==> config.mk <==
export PLATFORM = sky130hd
export DESIGN_NAME = dtmg_top
export DESIGN_NICKNAME = d
export VERILOG_FILES = /design/src/shared/dtmg_pkg.sv /design/src/rtl/dtmg_top.sv
export VERILOG_INCLUDE_DIRS = /design/src /design/src/shared
export SDC_FILE = /design/constraint.sdc
export NUM_CORES = 1
export LEC_CHECK = 0
export ABC_AREA = 1
export BUFFER_PORTS_ARGS = -buffer_cell sky130_fd_sc_hd__clkbuf_2
export CORE_ASPECT_RATIO = 0.6
export CORE_MARGIN = 2
export CORE_UTILIZATION = 30
export CTS_CLUSTER_SIZE = 25
export DETAILED_ROUTE_END_ITERATION = 10
export PLACE_DENSITY = 0.55
export SYNTH_ARGS = -nofsm -noshare
export SYNTH_HDL_FRONTEND = slang
export SYNTH_SLANG_ARGS = --single-unit
==> constraint.sdc <==
create_clock -name clk -period 6 [get_ports clk]
set_input_delay 0.3 -clock clk [delete_from_list [all_inputs] [get_ports clk]]
set_output_delay 0.3 -clock clk [all_outputs]
set_load 0.1 [all_outputs]
==> src/shared/dtmg_defs.svh <==
`ifndef DTMG_DEFS_SVH
`define DTMG_DEFS_SVH

// Register byte addresses on APB.
`define DTMG_ADDR_HIGH_CODE  12'h000
`define DTMG_ADDR_LOW_CODE   12'h004
`define DTMG_ADDR_CONTROL    12'h008
`define DTMG_ADDR_STATUS     12'h00C
// Control register field positions.
`define DTMG_CTRL_MELODY_BIT 0
`define DTMG_CTRL_PORT_BIT   1
// Reset values.
`define DTMG_RST_CODE        8'h00
`define DTMG_RST_PORT_FF     1'b1
// Sine timing: one tone period is 23 * (code + 2) clocks.
`define DTMG_STEPS_PER_PER   23
`define DTMG_CODE_OFFSET     2
// Lowest code usable for the sine output, lowest for melody.
`define DTMG_SINE_MIN_CODE   8'h3C
`define DTMG_MELODY_MIN_CODE 8'h02
// Low group gain 2 dB down: 204/256 is close to 0.794.
`define DTMG_LOW_GAIN        8'hCC

`endif

==> src/shared/dtmg_pkg.sv <==
package dtmg_pkg;

  // APB request as it arrives at the slave.
  typedef struct packed {
    logic        psel;
    logic        penable;
    logic        pwrite;
    logic [11:0] paddr;
    logic [31:0] pwdata;
  } dtmg_apb_req_t;

  // APB answer from the slave.
  typedef struct packed {
    logic        pready;
    logic        pslverr;
    logic [31:0] prdata;
  } dtmg_apb_rsp_t;

  // Drive level and output enable of the shared port pin.
  typedef struct packed {
    logic pinOut;
    logic pinOe;
  } dtmg_pin_t;

  // Tone generator state.
  typedef enum logic [1:0] {
    DTMG_OFF    = 2'b00,
    DTMG_SINE   = 2'b01,
    DTMG_MELODY = 2'b10
  } dtmg_mode_t;

endpackage

==> src/rtl/dtmg_top.sv <==
// Added by the designer: the address map and the APB register port.
`timescale 1ns/1ns
`default_nettype none
`include "dtmg_defs.svh"

// Summary of operation
// - Melody mode tri-states tone, drives square wave.
// - Square wave is high for 12 of 23 steps.
// - Melody accepts high codes 2 to 255.
// - Each code drives its own sine synthesizer.
// - Low group attenuated 2 dB before sum.
// - Zero code halts its synthesizer.
// - Both codes zero powers generator down.
// - Tone frequency is clock over 23(code+2).
// - Melody off: port line, tone enabled unless both codes zero.
// - Melody with zero high code holds pin high.
// - Idle or melody holds tone in tri-state.
module dtmg_top
  import dtmg_pkg::*;
#(
  parameter int unsigned DAC_WIDTH = 10
) (
  input  wire logic                    clk,
  input  wire logic                    rst_n,
  input  wire dtmg_pkg::dtmg_apb_req_t apbReq,
  output var  dtmg_pkg::dtmg_apb_rsp_t apbRsp,
  input  wire logic                    melodyPortPinIn,
  output var  dtmg_pkg::dtmg_pin_t     melodyPortPin,
  output logic [DAC_WIDTH-1:0]         toneLevel,
  output logic                         toneOe,
  output logic                         genPowerOn
);

  import dtmg_pkg::*;

  // ********************************************************
  // Register bank
  // ********************************************************
  logic [7:0]  high_group_freq_code_q;
  logic [7:0]  low_group_freq_code_q;
  logic        melody_enable_bit_q;
  logic        portFf_q;
  dtmg_apb_rsp_t rsp_d;

  // Address decode and access strobes. The answer is registered, so
  // every access has one wait state: the first access cycle captures
  // the answer and the second, with pready high, completes it.
  wire logic accessPhase = apbReq.psel & apbReq.penable;
  wire logic captureRsp  = accessPhase & ~apbRsp.pready;
  wire logic wrStb       = accessPhase & apbReq.pwrite & apbRsp.pready;
  wire logic hitHigh     = apbReq.paddr == `DTMG_ADDR_HIGH_CODE;
  wire logic hitLow      = apbReq.paddr == `DTMG_ADDR_LOW_CODE;
  wire logic hitCtrl     = apbReq.paddr == `DTMG_ADDR_CONTROL;
  wire logic hitStat     = apbReq.paddr == `DTMG_ADDR_STATUS;
  wire logic hitAny      = hitHigh | hitLow | hitCtrl | hitStat;

  // Register writes take effect at the edge at which pready is seen
  // high, the same edge at which the master ends the transfer.
  always_ff @(posedge clk) begin
    if (!rst_n) begin
      high_group_freq_code_q <= `DTMG_RST_CODE;
      low_group_freq_code_q  <= `DTMG_RST_CODE;
      melody_enable_bit_q    <= 1'b0;
      portFf_q               <= `DTMG_RST_PORT_FF;
    end else if (wrStb) begin
      if (hitHigh) high_group_freq_code_q <= apbReq.pwdata[7:0];
      if (hitLow)  low_group_freq_code_q  <= apbReq.pwdata[7:0];
      if (hitCtrl) begin
        melody_enable_bit_q <= apbReq.pwdata[`DTMG_CTRL_MELODY_BIT];
        portFf_q            <= apbReq.pwdata[`DTMG_CTRL_PORT_BIT];
      end
    end
  end

  // ********************************************************
  // Synthesizers
  // ********************************************************
  dtmg_mode_t mode_q;
  logic [7:0] codes [2];
  logic [5:0] phase_q [2];
  logic [8:0] stepCnt_q [2];
  logic       stepTick [2];
  logic signed [7:0] sineVal [2];

  assign codes[0] = high_group_freq_code_q;
  assign codes[1] = low_group_freq_code_q;

  // 23-step signed sine table, amplitude 127.
  function automatic logic signed [7:0] sineLut(input logic [5:0] idx);
    logic signed [7:0] v;
    v = 8'sh00;
    case (idx)
      6'd0:  v = 8'sh00;  6'd1:  v = 8'sh22;  6'd2:  v = 8'sh41;
      6'd3:  v = 8'sh5B;  6'd4:  v = 8'sh6F;  6'd5:  v = 8'sh7B;
      6'd6:  v = 8'sh7F;  6'd7:  v = 8'sh79;  6'd8:  v = 8'sh6A;
      6'd9:  v = 8'sh54;  6'd10: v = 8'sh38;  6'd11: v = 8'sh11;
      6'd12: v = 8'shEF;  6'd13: v = 8'shC8;  6'd14: v = 8'shAC;
      6'd15: v = 8'sh96;  6'd16: v = 8'sh87;  6'd17: v = 8'sh81;
      6'd18: v = 8'sh85;  6'd19: v = 8'sh91;  6'd20: v = 8'shA5;
      6'd21: v = 8'shBF;  6'd22: v = 8'shDE;
      default: v = 8'sh00;
    endcase
    return v;
  endfunction

  // One synthesizer per code: code+2 clocks per step, 23 steps.
  for (genvar g = 0; g < 2; g++) begin : g_synth
    wire logic running = codes[g] != 8'h00;
    wire logic [8:0] stepLen = {1'b0, codes[g]}
                             + 9'(`DTMG_CODE_OFFSET);
    // Compare with >= so that a code lowered in mid-step ends the
    // step at once instead of letting the counter run round to 511.
    assign stepTick[g] = stepCnt_q[g] >= stepLen - 9'd1;
    assign sineVal[g]  = running ? sineLut(phase_q[g]) : 8'sh00;
    always_ff @(posedge clk) begin
      if (!rst_n || !running) begin
        stepCnt_q[g] <= 9'd0;
        phase_q[g]   <= 6'd0;
      end else if (stepTick[g]) begin
        stepCnt_q[g] <= 9'd0;
        phase_q[g]   <= (phase_q[g] == 6'(`DTMG_STEPS_PER_PER - 1))
                      ? 6'd0 : phase_q[g] + 6'd1;
      end else begin
        stepCnt_q[g] <= stepCnt_q[g] + 9'd1;
      end
    end
  end

  // ********************************************************
  // Summing, melody and pin control
  // ********************************************************
  wire logic bothZero  = (high_group_freq_code_q == 8'h00)
                       & (low_group_freq_code_q == 8'h00);
  wire logic highUsable = high_group_freq_code_q
                        >= `DTMG_SINE_MIN_CODE;
  wire logic signed [15:0] lowScaled =
    sineVal[1] * $signed({1'b0, `DTMG_LOW_GAIN});
  // The product's upper byte is a part-select and thus unsigned; it is
  // made signed again so that negative half-waves keep their sign.
  wire logic signed [9:0] mix = 10'(sineVal[0])
                              + 10'($signed(lowScaled[15:8]));
  wire logic [9:0] dacCode = mix + 10'h200;
  wire logic [DAC_WIDTH-1:0] dacScaled =
    DAC_WIDTH'(dacCode) << (DAC_WIDTH - 10);

  // Square wave: toggles at start of phase and at mid-period.
  // 23 steps split 12/11 gives 52% high time at worst.
  wire logic melodyCodeOk = high_group_freq_code_q
                          >= `DTMG_MELODY_MIN_CODE;
  wire logic squareHigh = phase_q[0] < 6'd12;

  // Mode selection from the enable bit and codes.
  wire dtmg_mode_t mode_d = melody_enable_bit_q ? DTMG_MELODY
                          : bothZero ? DTMG_OFF : DTMG_SINE;

  // Pin drive. In port mode the pin is quasi-bidirectional: it drives
  // low for a cleared flip-flop and is released to its pull-up for a
  // set one. Melody mode drives the pin in both halves of the wave.
  dtmg_pin_t pin_d;
  always_comb begin
    pin_d.pinOut = portFf_q;
    pin_d.pinOe  = ~portFf_q;
    case (mode_d)
      DTMG_MELODY: begin
        if (!melodyCodeOk) begin
          pin_d.pinOut = 1'b1;
          pin_d.pinOe  = 1'b1;
        end else begin
          pin_d.pinOut = squareHigh;
          pin_d.pinOe  = 1'b1;
        end
      end
      default: begin
        pin_d.pinOut = portFf_q;
        pin_d.pinOe  = ~portFf_q;
      end
    endcase
  end

  // Bus answer, captured in the first access cycle and shown in the
  // next one; pready stands for one cycle. Unmapped gives pslverr.
  always_comb begin
    rsp_d.pready  = captureRsp;
    rsp_d.pslverr = captureRsp & ~hitAny;
    rsp_d.prdata  = 32'h0000_0000;
    if (captureRsp) begin
      if (hitHigh) rsp_d.prdata = {24'h0, high_group_freq_code_q};
      if (hitLow)  rsp_d.prdata = {24'h0, low_group_freq_code_q};
      if (hitCtrl) rsp_d.prdata = {30'h0, portFf_q, melody_enable_bit_q};
      if (hitStat) rsp_d.prdata = {27'h0, highUsable, melodyPortPinIn,
                                   ~bothZero, mode_q};
    end
  end

  // Output flops. Every pin and the bus answer come from a register,
  // so the pins never show a glitch of the decode logic.
  always_ff @(posedge clk) begin
    if (!rst_n) begin
      mode_q        <= DTMG_OFF;
      apbRsp        <= '0;
      toneLevel     <= '0;
      toneOe        <= 1'b0;
      genPowerOn    <= 1'b0;
      melodyPortPin <= '{pinOut: 1'b1, pinOe: 1'b0};
    end else begin
      mode_q        <= mode_d;
      apbRsp        <= rsp_d;
      toneOe        <= mode_d == DTMG_SINE;
      toneLevel     <= (mode_d == DTMG_SINE) ? dacScaled : '0;
      genPowerOn    <= ~bothZero;
      melodyPortPin <= pin_d;
    end
  end

endmodule
`default_nettype wire

==> impl_metrics.env, run 1 <==
export IMPL_status="finished clean"
export IMPL_h_tree_depth=3
export IMPL_cap_violations=0
export IMPL_synthCells=837
export IMPL_core_um2=20270
export IMPL_critPathLaunchType="flop"
export IMPL_cts_clk_slew_worst_paths_ps=60
export IMPL_cts_tree="yes"
export IMPL_finalWirelength_mm=15.50
export IMPL_slowest_delay_ps=530
export IMPL_grt_max_degree=23
export IMPL_drc_errors=0
export IMPL_slowest_stage="fa_1"
export IMPL_synthTopCellsByArea="ha_1, edfxtp_1, dfxtp_1"
export IMPL_tns_ps=0
export IMPL_async_flop_share_pct=0
export IMPL_antenna_found_initial=0
export IMPL_crit_arrival_ps=5800
export IMPL_crit_buf_inv=6
export IMPL_avgSynthCellArea_um2=7.515
export IMPL_dpl_hpwl_mm=12.60
export IMPL_critPathMaxFanout=6
export IMPL_die_h_um=116.2
export IMPL_netlist_area_leader_share_pct=15.32
export IMPL_drive_above_1_share_pct=10.54
export IMPL_cp_required_ps=6270
export IMPL_clockBufferDepth=2
export IMPL_ys_warn_count=0
export IMPL_slew_headroom_pct=33.34
export IMPL_rsz0062_at_grt="false"
export IMPL_rows=40
export IMPL_period_needed_ps=5525
export IMPL_synth_edf_count=30
export IMPL_wl_per_cell_um=13.09
export IMPL_fin_nets=1045
export IMPL_overflow=0
export IMPL_cts_buffers=9
export IMPL_first_global_vias=4941
export IMPL_regToRegSetupSlack_ps=470
export IMPL_critPathTopFamily="adder cells"
export IMPL_yosysUniqueCellTypes=44
export IMPL_area_growth_pct=12.89
export IMPL_worstSkewPairLatency_ps=350
export IMPL_antenna_left=0
export IMPL_drv_slew=0
export IMPL_yosysSeqAreaShare_pct=28.01
export IMPL_synth_largest_area_cell="ha_1"
export IMPL_cts_root_buf="clkbuf_16"
export IMPL_gp_congestion=0.8940
export IMPL_end_kind="flop"
export IMPL_period_share_pct=92.09
export IMPL_worstSetupPathType="flop to flop"
export IMPL_report_final_setup_viol=0
export IMPL_fmax_mhz=181.0
export IMPL_fin_skew_ps=15.37
export IMPL_clock_sinks=73
export IMPL_via_per_inst=4.608
export IMPL_cp_common_cell="inv_1"
export IMPL_ir_drop_uv=139.1
export IMPL_hold_path_class="input pin to flop"
export IMPL_die_area_um2=22180
export IMPL_whs_ps=151.8
export IMPL_ys_flop_type="dfxtp_1"
export IMPL_track_usage_pct=14.82
export IMPL_hold_viol=0
export IMPL_antenna_cells=0
export IMPL_ys_ff_latch=73
export IMPL_ios=98
export IMPL_firstDrtPassIters=6
export IMPL_synth_area_um2=6290
export IMPL_pwr_density_cell_nw_per_um2=164.9
export IMPL_p_leak_nw=3.377
export IMPL_io_buffers=49
export IMPL_dr_total_vias=5456
export IMPL_fill_cells=2179
export IMPL_start_util_pct=31.03
export IMPL_grt_pass1_wl_mm=25.75
export IMPL_drt_iter0_drc=352
export IMPL_hold_buffers=0
export IMPL_tightest_slew_ps=993.2
export IMPL_die_w_um=190.9
power breakdown:
| group | switching, W | internal (W) |
|---|---|---|
| sequential | 0.00000588 | 0.000519 |
| clock | 0.000231 | 0.000295 |
| combinational | 0.000101 | 0.0000192 |
| total | 0.000338 | 0.000833 |
state kept, by name (all words and copies together) (netlist names):
signal / flops
stepCnt_q: 18
apbRsp: 10
genPowerOn: 1
portFf_q: 1
melody_enable_bit_q: 1
low_group_freq_code_q: 8
mode_q: 2
toneLevel: 10
high_group_freq_code_q: 8
phase_q: 12
melodyPortPin: 2
worst register-to-register path, delay by kind of cell (launching register included):
| family | cells | cell delay (ps) |
|---|---|---|
| adders and majority gates | 7 | 2660 |
| and+or+nand+nor | 8 | 950 |
| AOI/OAI and AO/OA | 6 | 830 |
| DFF | 1 | 450 |
| buffers and inverters | 6 | 410 |
| xor gates and xnor gates | 1 | 160 |
metrics by stage:
stage | util [%] | instance area, um^2 | instances | total power, W | setup WS (ps)
finish | 35.03 | 7101 | 1184 | 0.001171 | 474.5
global route | 35.03 | 7101 | 1184 | 0.001214 | 29.46
floorplan | - | 6440 | 877 | 0.0006479 | 933.0
detailed placement | 33.49 | 6788 | 1164 | 0.0006558 | 454.9
global placement | 33.49 | 6788 | 1164 | 0.0006553 | 451.8
CTS | 34.85 | 7064 | 1180 | 0.001183 | 402.9
area by class of cell:
type | count | area, um^2 | share of cell area, %
multi-input cells | 651 | 3984 | 56.11
flip-flops and latches | 73 | 1762 | 24.81
repair buffers | 58 | 312.8 | 4.405
clock inverters | 3 | 26.28 | 0.3700
clock buffers | 13 | 250.2 | 3.524
inverters | 113 | 424.2 | 5.974
well taps | 273 | 341.6 | 4.811
worst paths after layout:
path,cells after the start,to,from
worst min register to register,2,mode_q[1],melody_enable_bit_q
worst min-delay path,3,apbRsp[3],melodyPortPinIn
worst max register to register,28,toneLevel[5],phase_q[1][0]
worst max-delay path,28,toneLevel[5],phase_q[1][0]
cells in the mapped netlist (all sizes together), types with 2 or more instances:
cell type,n
nand3b,3
xor2,28
o21ai,42
a21o,4
buf,36
nor3,29
a21oi,60
nand4,22
dfxtp,43
conb,2
o22ai,3
fa,12
o31ai,2
clkbuf,4
inv,113
edfxtp,30
nand2,156
xnor2,12
nand3,50
nor2,92
ha,77
o211ai,3
or2,5
cell families (layout without fill, tap and decap cells):
group / count (synthesis) / in the layout / share of synthesized area [%]
flops: 73 / 73 / 28.01
xor+xnor: 40 / 40 / 5.570
buf+inv: 153 / 187 / 11.14
fa+ha+maj: 89 / 89 / 19.14
simple gates: 358 / 358 / 25.46
compound gates: 122 / 122 / 10.56
other cells: 2 / 42 / 0.1194
layer usage:
layer | vias up | share of wire, % | wire, um | track usage (%)
li1 | 2839 | - | - | -
met1 | 2469 | 58 | 9017 | 24.62
met2 | 137 | 35 | 5465 | 18.31
met3 | 11 | 5.9 | 907 | 3.756
met4 | 0 | 0.74 | 114 | 2.636
met5 | - | 0 | 0 | 0
layout by cell type, fill, tap and decap left out, types with 4 or more instances in the layout:
master     instances
nand2_1          154
inv_1            107
nor2_1            88
ha_1              77
a21oi_1           58
clkbuf_2          49
nand3_1           47
dfxtp_1           43
conb_1            42
o21ai_0           36
edfxtp_1          30
xor2_1            28
nor3_1            26
nand4_1           22
xnor2_1           12
fa_1              12
clkbuf_16          9
buf_4              9
inv_2              6
o21ai_1            6
or2_2              5
a21o_1             4
repair_timing:
item / 4_1_cts / 5_1_grt
endpoints found under the setup margin: 0 / 5
buffers inserted: 0 / 4
gates resized for setup: 0 / 3
No activity file was read; power rests on OpenSTA's default activity.
==> run 2, diff against run 1 <==
- clock period: 6 -> 5.8 ns (I/O delays scaled with it)
==> run 2 against run 1 <==
Critical path depth is the same. Utilization rose by 0.31 points. Via count grew 0.70%. Global-route usage fell by 0.056 points. Sequential power increased by 3%. Wire length rose by 0.31%. Critical path type unchanged. Non-clock buffer count shrank 3. Clock power increased by 28%.
==> impl_metrics.env, run 2 (synthesized netlist as in run 1, its figures left out) <==
export IMPL_largest_reg_flops=18
export IMPL_hold_buffers=0
export IMPL_firstDrtPassIters=5
export IMPL_h_tree_depth=3
export IMPL_cts_tree="yes"
export IMPL_r2r_start="phase_q[1][0]"
export IMPL_clockBufferDepth=2
export IMPL_period_needed_ps=5346
export IMPL_crit_arrival_ps=5620
export IMPL_fin_skew_ps=11.98
export IMPL_die_w_um=190.9
export IMPL_rows=40
export IMPL_antenna_found_initial=0
export IMPL_finalWirelength_mm=15.55
export IMPL_gp_congestion=0.8832
export IMPL_end_kind="flop"
export IMPL_final_cell_mix="nand2_1, inv_1, nor2_1"
export IMPL_period_share_pct=92.17
export IMPL_layout_commonest_cell="nand2_1"
export IMPL_area_growth_pct=13.90
export IMPL_critPathLaunchType="flop"
export IMPL_hold_path_class="input pin to flop"
export IMPL_drive_above_1_share_pct=10.68
export IMPL_io_buffers=49
export IMPL_cp_common_cell="inv_1"
export IMPL_overflow=0
export IMPL_report_final_setup_viol=0
export IMPL_cts_root_buf="clkbuf_16"
export IMPL_multi_input_area_um2=3988
export IMPL_dpl_hpwl_mm=12.65
export IMPL_fin_nets=1042
export IMPL_min_from="melodyPortPinIn"
export IMPL_slew_headroom_pct=42.50
export IMPL_tightest_slew_ps=856.8
export IMPL_grt_max_degree=23
export IMPL_drt_iter0_drc=417
export IMPL_pwr_density_cell_nw_per_um2=187.2
export IMPL_tns_ps=0
export IMPL_die_area_um2=22180
export IMPL_worstSetupPathType="flop to flop"
export IMPL_regArea_um2=1762
export IMPL_cts_buffers=9
export IMPL_core_um2=20270
export IMPL_wl_per_cell_um=13.17
export IMPL_ios=98
export IMPL_grt_pass1_wl_mm=25.73
export IMPL_status="finished clean"
export IMPL_antenna_cells=0
export IMPL_cts_clk_slew_worst_paths_ps=70
export IMPL_p_leak_nw=3.403
export IMPL_fill_cells=2196
export IMPL_slowest_delay_ps=530
export IMPL_drv_slew=0
export IMPL_slowest_stage="fa_1"
export IMPL_worstSkewPairLatency_ps=350
export IMPL_critPathMaxFanout=6
export IMPL_top_regs="stepCnt_q (18), phase_q (12)"
export IMPL_cp_required_ps=6070
export IMPL_track_usage_pct=14.76
export IMPL_ir_drop_uv=142.8
export IMPL_cap_violations=0
export IMPL_cp_startpoint="phase_q[1][0]"
export IMPL_die_h_um=116.2
export IMPL_dr_total_vias=5494
export IMPL_antenna_left=0
export IMPL_fmax_mhz=187.1
export IMPL_top_register="stepCnt_q"
export IMPL_via_per_inst=4.652
export IMPL_total_power_w=0.001341
export IMPL_hold_viol=0
export IMPL_drc_errors=0
export IMPL_clock_sinks=73
export IMPL_first_global_vias=4929
export IMPL_start_util_pct=31.03
-- run 2: cell types whose count changed in the layout (fill, tap and decap cells not counted), moves of 2 or more --
cell | before | now
clkbuf_1 | 3 | 0
buf_4 | 9 | 6
clkinv_4 | 3 | 1
clkbuf_16 | 9 | 12
-- run 2: area by class of cell --
type / count / share of cell area (%)
multi-input combinational: 651 / 55.66
clock buffer: 12 / 4.191
inverter: 113 / 5.920
tap: 273 / 4.768
timing repair buffer: 55 / 4.052
sequential: 73 / 24.59
clock inverter: 4 / 0.8208
-- run 2: critical path, delay by kind of cell, from the launching register on --
| kind | cells | cell delay, ps |
|---|---|---|
| flops | 1 | 380 |
| buf+inv | 6 | 370 |
| simple gates | 8 | 960 |
| fa+ha+maj | 7 | 2590 |
| compound gates | 6 | 820 |
| xor+xnor | 1 | 160 |
-- run 2: report_power, final --
group          total [W]  internal [W]  leakage (nW)  switching, W
Combinational   0.000125     0.0000199          2.55      0.000105
Sequential      0.000543      0.000537         0.680    0.00000599
Clock           0.000674      0.000418         0.177      0.000256
Total            0.00134      0.000974          3.40      0.000367
-- run 2: final timing paths --
kind,to,slack [ps],cells past startpoint
worst min-delay path,apbRsp[3],140,3
worst min register to register,mode_q[1],480,2
worst max register to register,toneLevel[5],450,28
worst max-delay path,toneLevel[5],450,28
-- run 2: stage by stage --
step / worst slack (ps) / hold WS [ps] / util (%) / std cells / cell area (um^2)
after global routing: -7.054 / 149.4 / 35.35 / 1181 / 7164
final: 454.0 / 143.7 / 35.35 / 1181 / 7164
after global placement: 306.5 / 462.4 / 33.45 / 1163 / 6780
after CTS: 218.2 / 133.7 / 35.22 / 1179 / 7139
after detailed placement: 228.6 / 462.0 / 33.45 / 1163 / 6780
after floorplan: 733.0 / 400.2 / - / 877 / 6440
-- run 2: per-layer routing --
layer	GRT usage, %	up-vias	share of wire [%]
met5	0	-	0
met4	2.016	0	0.51
met3	3.726	10	5.8
met2	19.42	134	37
met1	23.84	2516	57
li1	-	2834	-
-- run 2: what timing repair did --
action	CTS	global route
setup endpoints to repair	0	6
gates resized for setup	0	4
buffers inserted	0	2
